<file path="config.mk">
export PLATFORM = sky130hd
export DESIGN_NAME = cab_core
export DESIGN_NICKNAME = d
export VERILOG_FILES = /design/src/rtl/cab_pkg.sv /design/src/rtl/cab_core.sv
export SDC_FILE = /design/constraint.sdc
export NUM_CORES = 1
export LEC_CHECK = 0
export BUFFER_PORTS_ARGS = -buffer_cell sky130_fd_sc_hd__buf_2
export CAP_MARGIN = 20
export CORE_MARGIN = 5
export CORE_UTILIZATION = 35
export DETAILED_ROUTE_END_ITERATION = 6
export HOLD_SLACK_MARGIN = 0.06
export SLEW_MARGIN = 20
export SYNTH_ARGS = -nofsm -noshare
export SYNTH_HDL_FRONTEND = slang
export SYNTH_SLANG_ARGS = --single-unit
</file>
<file path="constraint.sdc">
create_clock -name core_clk -period 7 [get_ports core_clk]
set_input_delay 1.05 -clock core_clk [delete_from_list [all_inputs] [get_ports core_clk]]
set_output_delay 1.05 -clock core_clk [all_outputs]
set_load 0.01 [all_outputs]
</file>
<file path="src/rtl/cab_pkg.sv">
// Purpose: constants and types for the execution core
// Assumes: single 50 MHz clock, synchronous active-high reset
// Notes: opcodes are a compact internal encoding of the decoded instruction
// How it works
// - Add with carry: d plus s plus C, flags Z C N V H, one cycle.
// - Subtract with carry: d minus s minus C, flags Z C N V H, one cycle.
// - Subtract constant from register in one cycle with Z C N V H.
// - Word plus immediate on a pair takes two cycles, flags Z C N V S.
// - Word minus immediate on a pair takes two cycles, flags Z C N V S.
// - And, or, exclusive or take one cycle, change only Z N V.
// - Mask clear is and with 0xff minus mask, flags Z N V.
// - Zero-minus check ands register with itself, Z N V, one cycle.
// - Multiplies write 16-bit product to R1:R0 in two cycles, Z and C.
// - Fractional multiplies shift product left one, two cycles, Z and C.
// - Relative call sets pc to pc plus offset plus one, three cycles.
// - Direct call loads absolute target, four cycles.
// - Pointer jump loads pc from Z in two cycles, flags unchanged.
// - Pointer call loads pc from Z in three cycles, flags unchanged.
// - Compare-skip-equal advances pc by 2 or 3 on match, 1/2/3 cycles.
// - Compare immediate sets Z N V C H only, register not written.
// - Register bit skip tests one bit, skips next on match, 1 to 3 cycles.
// - I/O bit skip tests one I/O bit, skips next on match.
// - Flag branch: pc plus offset plus one when flag matches; 1 or 2 cycles.
// - Carry-clear and same-or-higher branches taken when carry is zero.
// - Single-bit I/O set and clear reach addresses 0x00 to 0x1f only.
// - Bit set/clear rewrite the whole I/O register read-modify-write.
package cab_pkg;
	localparam int unsigned CLK_HZ = 50000000;
	// Register offsets
	localparam logic [5:0] OFS_STATUS = 6'h3f;
	localparam logic [5:0] OFS_SP_HIGH = 6'h3e;
	localparam logic [5:0] OFS_SP_LOW = 6'h3d;
	localparam logic [5:0] IO_BIT_MAX = 6'h1f;
	localparam logic [7:0] STATUS_RST = 8'h00;
	localparam logic [15:0] SP_RST = 16'h0000;
	localparam logic [7:0] ALL_ONES = 8'hff;
	// Status bit positions
	localparam int unsigned FL_C = 0;
	localparam int unsigned FL_Z = 1;
	localparam int unsigned FL_N = 2;
	localparam int unsigned FL_V = 3;
	localparam int unsigned FL_S = 4;
	localparam int unsigned FL_H = 5;
	localparam int unsigned FL_T = 6;
	localparam int unsigned FL_I = 7;
	// Cycle counts
	localparam logic [2:0] CYC_ONE = 3'h1;
	localparam logic [2:0] CYC_TWO = 3'h2;
	localparam logic [2:0] CYC_THREE = 3'h3;
	localparam logic [2:0] CYC_FOUR = 3'h4;
	localparam logic [15:0] PC_RST = 16'h0000;

	typedef enum logic [4:0] {
		OP_NOP = 5'h00, OP_ADD = 5'h01, OP_ADC = 5'h02, OP_SUB = 5'h03,
		OP_SBC = 5'h04, OP_MINUS_CONSTANT = 5'h05, OP_WORD_PLUS_IMMEDIATE = 5'h06, OP_WORD_MINUS_IMMEDIATE = 5'h07,
		OP_AND = 5'h08, OP_OR = 5'h09, OP_EOR = 5'h0a, OP_CBR = 5'h0b,
		OP_TST = 5'h0c, OP_MUL = 5'h0d, OP_MULS = 5'h0e, OP_MIXED_SIGN_PRODUCT = 5'h0f,
		OP_FRACTIONAL_PRODUCT = 5'h10, OP_FMULS = 5'h11, OP_FMULSU = 5'h12, OP_RELATIVE_SUBROUTINE_JUMP = 5'h13,
		OP_CALL = 5'h14, OP_POINTER_JUMP = 5'h15, OP_POINTER_SUBROUTINE_JUMP = 5'h16, OP_COMPARE_SKIP_EQUAL = 5'h17,
		OP_CPI = 5'h18, OP_SKRB = 5'h19, OP_SKIO = 5'h1a, OP_BRFLAG = 5'h1b,
		OP_BRANCH_SAME_HIGHER = 5'h1c, OP_IOSET = 5'h1d, OP_IOCLR = 5'h1e, OP_INTERRUPT_RETURN = 5'h1f
	} cab_op_type;

	typedef enum logic [2:0] {
		ST_IDLE = 3'b001,
		ST_BUSY = 3'b010,
		ST_DONE = 3'b100
	} cab_state_type;

	// One decoded instruction
	typedef struct packed {
		cab_op_type op;
		logic [7:0] dst;
		logic [7:0] src;
		logic [7:0] dst_hi;
		logic [2:0] bsel;
		logic pol;
		logic [15:0] target;
		logic next_two_word;
		logic [5:0] io_addr;
	} cab_instr_type;

	// Result of one instruction
	typedef struct packed {
		logic [7:0] res_lo;
		logic [7:0] res_hi;
		logic wr_lo;
		logic wr_hi;
		logic wr_pair;
		logic [5:0] io_addr;
		logic [7:0] io_wdata;
		logic io_wr;
	} cab_result_type;
endpackage

</file>
<file path="src/rtl/cab_core.sv">
// Purpose: arithmetic, logic, multiply, jump, call, skip and branch execution
// Assumes: caller presents decoded operands; one instruction per issue
// Notes: busy holds until the documented cycle count has elapsed
//
// Added by the designer: the plain strobed port.
module cab_core
	import cab_pkg::*;
(
	input wire logic core_clk,
	input wire logic srst,
	input wire logic clk_en,
	input wire logic issue,
	input wire cab_pkg::cab_instr_type instr,
	input wire logic [15:0] z_ptr,
	input wire logic [15:0] stack_pc,
	input wire logic [7:0] io_rdata,
	input wire logic [5:0] reg_addr,
	input wire logic [7:0] reg_wdata,
	input wire logic reg_wr,
	input wire logic reg_rd,
	output logic [7:0] reg_rdata,
	output cab_pkg::cab_result_type result,
	output logic result_valid,
	output logic busy,
	output logic [15:0] pc,
	output logic [7:0] status,
	output logic [15:0] stack_ptr
);
	import cab_pkg::*;

	cab_state_type state_q;
	logic [2:0] cnt_q;
	logic [7:0] status_q, status_d;
	logic [15:0] sp_q;
	logic [15:0] pc_q, pc_d;
	logic [2:0] cyc_d;
	logic [7:0] rdata_q;
	cab_result_type res_q, res_d;
	logic valid_q;
	logic busy_q;

	// =========================================================
	// Execute
	logic [8:0] sum9;
	logic [4:0] sum5;
	logic [16:0] w17;
	logic [15:0] prod;
	logic [7:0] lg;
	logic cin, test_bit, skip;
	always_comb begin
		status_d = status_q;
		res_d = '0;
		pc_d = pc_q + 16'h0001;
		cyc_d = CYC_ONE;
		sum9 = '0;
		sum5 = '0;
		w17 = '0;
		prod = '0;
		lg = '0;
		cin = 1'b0;
		test_bit = 1'b0;
		skip = 1'b0;
		case (instr.op)
			OP_ADD, OP_ADC: begin
				cin = (instr.op == OP_ADC) ? status_q[FL_C] : 1'b0;
				sum9 = {1'b0, instr.dst} + {1'b0, instr.src} + {8'h00, cin};
				sum5 = {1'b0, instr.dst[3:0]} + {1'b0, instr.src[3:0]} + {4'h0, cin};
				res_d.res_lo = sum9[7:0];
				res_d.wr_lo = 1'b1;
				status_d[FL_C] = sum9[8];
				status_d[FL_H] = sum5[4];
				status_d[FL_V] = (instr.dst[7] == instr.src[7]) && (sum9[7] != instr.dst[7]);
			end
			OP_SUB, OP_SBC, OP_MINUS_CONSTANT, OP_CPI: begin
				cin = (instr.op == OP_SBC) ? status_q[FL_C] : 1'b0;
				sum9 = {1'b0, instr.dst} - {1'b0, instr.src} - {8'h00, cin};
				sum5 = {1'b0, instr.dst[3:0]} - {1'b0, instr.src[3:0]} - {4'h0, cin};
				res_d.res_lo = sum9[7:0];
				res_d.wr_lo = (instr.op != OP_CPI);
				status_d[FL_C] = sum9[8];
				status_d[FL_H] = sum5[4];
				status_d[FL_V] = (instr.dst[7] != instr.src[7]) && (sum9[7] != instr.dst[7]);
			end
			OP_WORD_PLUS_IMMEDIATE, OP_WORD_MINUS_IMMEDIATE: begin
				if (instr.op == OP_WORD_PLUS_IMMEDIATE) begin
					w17 = {1'b0, instr.dst_hi, instr.dst} + {9'h000, instr.src};
					status_d[FL_V] = !instr.dst_hi[7] && w17[15];
					status_d[FL_C] = !w17[15] && instr.dst_hi[7];
				end else begin
					w17 = {1'b0, instr.dst_hi, instr.dst} - {9'h000, instr.src};
					status_d[FL_V] = instr.dst_hi[7] && !w17[15];
					status_d[FL_C] = w17[15] && !instr.dst_hi[7];
				end
				res_d.res_lo = w17[7:0];
				res_d.res_hi = w17[15:8];
				res_d.wr_pair = 1'b1;
				cyc_d = CYC_TWO;
			end
			OP_AND, OP_OR, OP_EOR, OP_CBR, OP_TST: begin
				case (instr.op)
					OP_OR: lg = instr.dst | instr.src;
					OP_EOR: lg = instr.dst ^ instr.src;
					OP_CBR: lg = instr.dst & (ALL_ONES - instr.src);
					OP_TST: lg = instr.dst & instr.dst;
					default: lg = instr.dst & instr.src;
				endcase
				res_d.res_lo = lg;
				res_d.wr_lo = 1'b1;
				status_d[FL_V] = 1'b0;
			end
			OP_MUL, OP_MULS, OP_MIXED_SIGN_PRODUCT, OP_FRACTIONAL_PRODUCT, OP_FMULS, OP_FMULSU: begin
				case (instr.op)
					OP_MULS, OP_FMULS:
						prod = 16'($signed({{8{instr.dst[7]}}, instr.dst}) *
							$signed({{8{instr.src[7]}}, instr.src}));
					OP_MIXED_SIGN_PRODUCT, OP_FMULSU:
						prod = 16'($signed({{8{instr.dst[7]}}, instr.dst}) *
							$signed({8'h00, instr.src}));
					default: prod = {8'h00, instr.dst} * {8'h00, instr.src};
				endcase
				status_d[FL_C] = prod[15];
				if (instr.op == OP_FRACTIONAL_PRODUCT || instr.op == OP_FMULS || instr.op == OP_FMULSU)
					prod = {prod[14:0], 1'b0};
				res_d.res_lo = prod[7:0];
				res_d.res_hi = prod[15:8];
				res_d.wr_pair = 1'b1;
				status_d[FL_Z] = (prod == 16'h0000);
				cyc_d = CYC_TWO;
			end
			OP_RELATIVE_SUBROUTINE_JUMP: begin
				pc_d = pc_q + instr.target + 16'h0001;
				cyc_d = CYC_THREE;
			end
			OP_CALL: begin
				pc_d = instr.target;
				cyc_d = CYC_FOUR;
			end
			OP_POINTER_JUMP: begin
				pc_d = z_ptr;
				cyc_d = CYC_TWO;
			end
			OP_POINTER_SUBROUTINE_JUMP: begin
				pc_d = z_ptr;
				cyc_d = CYC_THREE;
			end
			OP_INTERRUPT_RETURN: begin
				pc_d = stack_pc;
				status_d[FL_I] = 1'b1;
				cyc_d = CYC_FOUR;
			end
			OP_COMPARE_SKIP_EQUAL, OP_SKRB, OP_SKIO: begin
				if (instr.op == OP_COMPARE_SKIP_EQUAL)
					skip = (instr.dst == instr.src);
				else if (instr.op == OP_SKRB)
					skip = (instr.dst[instr.bsel] == instr.pol);
				else
					skip = (io_rdata[instr.bsel] == instr.pol);
				if (skip) begin
					pc_d = pc_q + (instr.next_two_word ? 16'h0003 : 16'h0002);
					cyc_d = instr.next_two_word ? CYC_THREE : CYC_TWO;
				end
			end
			OP_BRFLAG, OP_BRANCH_SAME_HIGHER: begin
				test_bit = (instr.op == OP_BRANCH_SAME_HIGHER) ? status_q[FL_C] : status_q[instr.bsel];
				// Same-or-higher is carry-clear
				if (test_bit == ((instr.op == OP_BRANCH_SAME_HIGHER) ? 1'b0 : instr.pol)) begin
					pc_d = pc_q + instr.target + 16'h0001;
					cyc_d = CYC_TWO;
				end
			end
			OP_IOSET, OP_IOCLR: begin
				if (instr.io_addr <= IO_BIT_MAX) begin
					res_d.io_addr = instr.io_addr;
					res_d.io_wdata = io_rdata;
					res_d.io_wdata[instr.bsel] = (instr.op == OP_IOSET);
					res_d.io_wr = 1'b1;
				end
			end
			default: begin
			end
		endcase
		// Common zero, negative and sign updates
		case (instr.op)
			OP_ADD, OP_ADC, OP_SUB, OP_SBC, OP_MINUS_CONSTANT, OP_CPI,
			OP_AND, OP_OR, OP_EOR, OP_CBR, OP_TST: begin
				// Byte ops leave the sign flag alone
				status_d[FL_N] = res_d.res_lo[7];
				if (instr.op == OP_SBC)
					status_d[FL_Z] = (res_d.res_lo == 8'h00) && status_q[FL_Z];
				else
					status_d[FL_Z] = (res_d.res_lo == 8'h00);
			end
			OP_WORD_PLUS_IMMEDIATE, OP_WORD_MINUS_IMMEDIATE: begin
				status_d[FL_N] = w17[15];
				status_d[FL_S] = w17[15] ^ status_d[FL_V];
				status_d[FL_Z] = (w17[15:0] == 16'h0000);
			end
			default: begin
			end
		endcase
	end

	// =========================================================
	// Sequencer
	always_ff @(posedge core_clk) begin
		if (srst) begin
			state_q <= ST_IDLE;
			cnt_q <= 3'h0;
			pc_q <= PC_RST;
			res_q <= '0;
			valid_q <= 1'b0;
			busy_q <= 1'b0;
		end else if (clk_en) begin
			valid_q <= 1'b0;
			case (state_q)
				ST_IDLE: begin
					if (issue) begin
						busy_q <= 1'b1;
						pc_q <= pc_d;
						res_q <= res_d;
						cnt_q <= cyc_d;
						state_q <= (cyc_d == CYC_ONE) ? ST_DONE : ST_BUSY;
					end
				end
				ST_BUSY: begin
					cnt_q <= cnt_q - 3'h1;
					if (cnt_q == CYC_TWO)
						state_q <= ST_DONE;
				end
				ST_DONE: begin
					valid_q <= 1'b1;
					busy_q <= 1'b0;
					state_q <= ST_IDLE;
				end
				default: begin
					busy_q <= 1'b0;
					state_q <= ST_IDLE;
				end
			endcase
		end
	end

	// =========================================================
	// Status register from software or execution, stack pointer from software only
	always_ff @(posedge core_clk) begin
		if (srst) begin
			status_q <= STATUS_RST;
		end else if (clk_en) begin
			if (state_q == ST_IDLE && issue)
				status_q <= status_d;
			else if (reg_wr && reg_addr == OFS_STATUS)
				status_q <= reg_wdata;
		end
	end

	always_ff @(posedge core_clk) begin
		if (srst) begin
			sp_q <= SP_RST;
		end else if (clk_en && reg_wr) begin
			if (reg_addr == OFS_SP_HIGH)
				sp_q[15:8] <= reg_wdata;
			else if (reg_addr == OFS_SP_LOW)
				sp_q[7:0] <= reg_wdata;
		end
	end

	always_ff @(posedge core_clk) begin
		if (srst) begin
			rdata_q <= 8'h00;
		end else if (clk_en) begin
			if (reg_rd) begin
				case (reg_addr)
					OFS_STATUS: rdata_q <= status_q;
					OFS_SP_HIGH: rdata_q <= sp_q[15:8];
					OFS_SP_LOW: rdata_q <= sp_q[7:0];
					default: rdata_q <= 8'h00;
				endcase
			end else begin
				rdata_q <= 8'h00;
			end
		end
	end

	assign reg_rdata = rdata_q;
	assign result = res_q;
	assign result_valid = valid_q;
	assign busy = busy_q;
	assign pc = pc_q;
	assign status = status_q;
	assign stack_ptr = sp_q;
endmodule

</file>
==> results by group <==
Final layout
  – Finished Layout Cells: 2,544
  – Share of layout cells above drive strength 1: 15.8%
  – Fin nets: 2,397
  – ANT cells: 0
  – Area growth syn-to-layout: 11.5%

Placed design
  – Placed insts: 2,528
  – DP Wirelength: 43.2 mm
  – Gpl congestion: 0.972
  – I/O Buffers: 198

Clocking
  – Postcts setup bufs: 0
  – Post-cts gate resize count: 0
  – CTS tree: yes
  – H-tree depth: 3
  – CTS clock-pin slew for the worst setup and hold paths: 0.07 ns
  – TritonCTS Buffers: 9
  – Worst-Skew Late Latency: 0.36 ns
  – Clock root cell: clkbuf_16
  – Clock Tree Buf Depth: 2
  – Clock sinks: 89
  – Hold-fix buffers, CTS: 0

Yosys
  – Flops & latches, synth: 89
  – Top cells by count, synth: inv_1 (222), nor2_1 (209), ha_1 (156)
  – Post-Syn Nets: 2,252
  – Proportion of synthesized area in mux cells: 4.00%
  – Top FF cell, synth: dfxtp_1
  – Mean Syn Cell Area: 8.03 sq um
  – Post-synthesis simple-gate area fraction: 18.4%
  – Most common cell in the netlist: inv_1
  – Mapped Area: 14,900 sq um
  – Largest family of logic cells by synthesized area: adder cells
  – Synth Area in Compound Gates: 22.0%
  – Area leader, netlist: fa_1
  – Post-synth EDFFs: 0
  – Register area share after synthesis: 12.0%
  – Synth warnings: 0
  – Gate Count Post-Synth: 1,855
  – Top cells by area, synth: fa_1 (17%), ha_1 (13%), dfxtp_1 (12%)
  – Xor/xnor share of the synthesized area: 4.87%
  – Post-synth top area share: 16.8%
  – Area share of fa/ha/maj cells after synthesis: 30.0%
  – Post-synth cell types: 101
  – Synth async-reset ratio: 0%

Die
  – CORE AREA: 42,000 sq um
  – Starting density of the core: 35.4%
  – Chip height: 216 um
  – Die extent in x: 216 um
  – Ports: 200
  – Row cnt: 75
  – Die area: 46,800 sq um

Detailed routing
  – M1 wire length: 22.5 mm
  – Met2 wire length: 25.4 mm
  – WL met3: 4.04 mm
  – Initial drt markers: 1,634
  – Vias per cell: 5.83
  – Drt drc: 0
  – Max layer used: met5
  – Drt total wl: 53.9 mm
  – Pre-antenna DRT Iters: 6
  – DR WL/cell: 21.2 um
  – DRT antenna net count: 0
  – DR vias: 14,843

Power and ir drop
  – Pleak: 7.67 nW
  – Peak supply drop: 0.223 mV
  – Pwr Density: 211 nW/um^2

Global route
  – Initial antenna violation count: 2
  – Overflow after GRT: 0
  – First-pass GRT wire length: 83.1 mm
  – Total GRT Usage: 22.1%
  – Vias in the first global route: 14,703
  – Largest net degree at the start of global routing: 79

Setup path
  – WP data required: 7.19 ns
  – CP Max Fanout: 13
  – Element type at the critical path start: primary input
  – FF-to-FF setup slack: 2.95 ns
  – Critical Path AT: 6.38 ns
  – WS Path Type: primary input to flip-flop
  – CP endpoint kind: flip-flop

STA
  – Peak Freq: 162 MHz
  – Final worst-path cycle share: 88.4%
  – Worst-Margin Slew: 1.10 ns
  – Fin Setup TNS: 0 ns
  – Final Setup Violations: 0
  – RSZ-0062 raised after global routing: false
  – Min Tclk post-route: 6.19 ns
  – Fin. Hold Viols: 0
  – Slew Limit Fails: 0
  – Max_slew headroom: 26.1%
  – Layout Skew: 0.0131 ns

Run
  – Max-cap viol count: 0

Hold path
  – Hold crit path type: flip-flop to flip-flop

Outcome
  – Result of the run: finished, final reports clean
-- layout make-up --
cell class	instances	area [sq um]
multi-input cells	1451	11800
inverters	227	852
clock buffers	10	239
fillers	4372	25400
clock inverters	6	50.0
repair buffers	222	1170
well taps	539	674
flip-flops and latches	89	1780
-- metal layers --
metal	global-route usage (%)	vias to the layer above
met5	0	-
met1	29.2	7189
met2	37.0	695
met3	3.54	134
met4	7.63	4
li1	-	6821
-- where the power goes --
part / switching [mW] / internal (mW)
Combinational: 1.50 / 0.957
Sequential: 0.0332 / 0.529
Clock: 0.233 / 0.255
-- per-stage QoR --
step           utilization [%]  hold WS, ns  power, mW  setup slack, ns  instance area (sq um)
6_report                  39.5        0.470       3.51            0.813                  16600
4_1_cts                   39.5        0.470       3.49            0.874                  16600
2_1_floorplan                -        0.462       2.27             1.15                  14900
5_1_grt                   39.5        0.508       3.80            0.477                  16600
3_3_place_gp              38.8        0.452       2.95            0.567                  16300
3_5_place_dp              38.8        0.458       2.99            0.529                  16300
-- critical path, stage by stage --
cell	delay (ns)
buf_2	0.35
inv_1	0.32
nor2_1	0.25
fa_1	0.46
fa_1	0.49
inv_1	0.05
fa_1	0.45
fa_1	0.49
inv_1	0.04
ha_1	0.22
or3_1	0.37
o21ai_0	0.51
o21ai_0	0.21
o41ai_1	0.35
xnor2_1	0.15
a211o_1	0.36
o211ai_1	0.11
a311oi_1	0.10
-- cells in the final DEF, fill, tap and decap left out, types with 30 or more instances in the layout --
cell type / count
nand2_1: 127
mux2i_1: 30
a21oi_1: 94
fa_1: 125
xnor2_1: 57
buf_2: 198
nand3_1: 36
ha_1: 156
inv_1: 222
dfxtp_1: 89
nor3_1: 38
nor2_1: 208
o21ai_0: 81
a211oi_1: 35
-- path summary, 6_finish.rpt --
kind / from / to / depth (start not counted)
min: result_valid / result_valid / 2
max: instr[44] / status[0] / 18
min reg2reg: result_valid / result_valid / 2
max reg2reg: status[0] / status[4] / 13
-- state kept, by name, summed over array words and instances, names as in the netlist, 3 cells and up --
| signal | cells |
|---|---|
| reg_rdata | 8 |
| cnt_q | 3 |
| result | 33 |
| status | 8 |
| state_q | 3 |
| pc | 16 |
| stack_ptr | 16 |
-- kinds of logic (layout without fill, tap and decap cells) --
| group | Yosys count | count (layout) |
|---|---|---|
| XOR/XNOR | 82 | 82 |
| buffers and inverters | 315 | 465 |
| multiplexers | 52 | 52 |
| AND/OR/NAND/NOR | 568 | 568 |
| other | 1 | 1 |
| adder cells (fa/ha/maj) | 282 | 282 |
| AO/OA/AOI/OAI | 466 | 466 |
| flip-flops | 89 | 89 |
No activity file was read; power rests on OpenSTA's default activity.
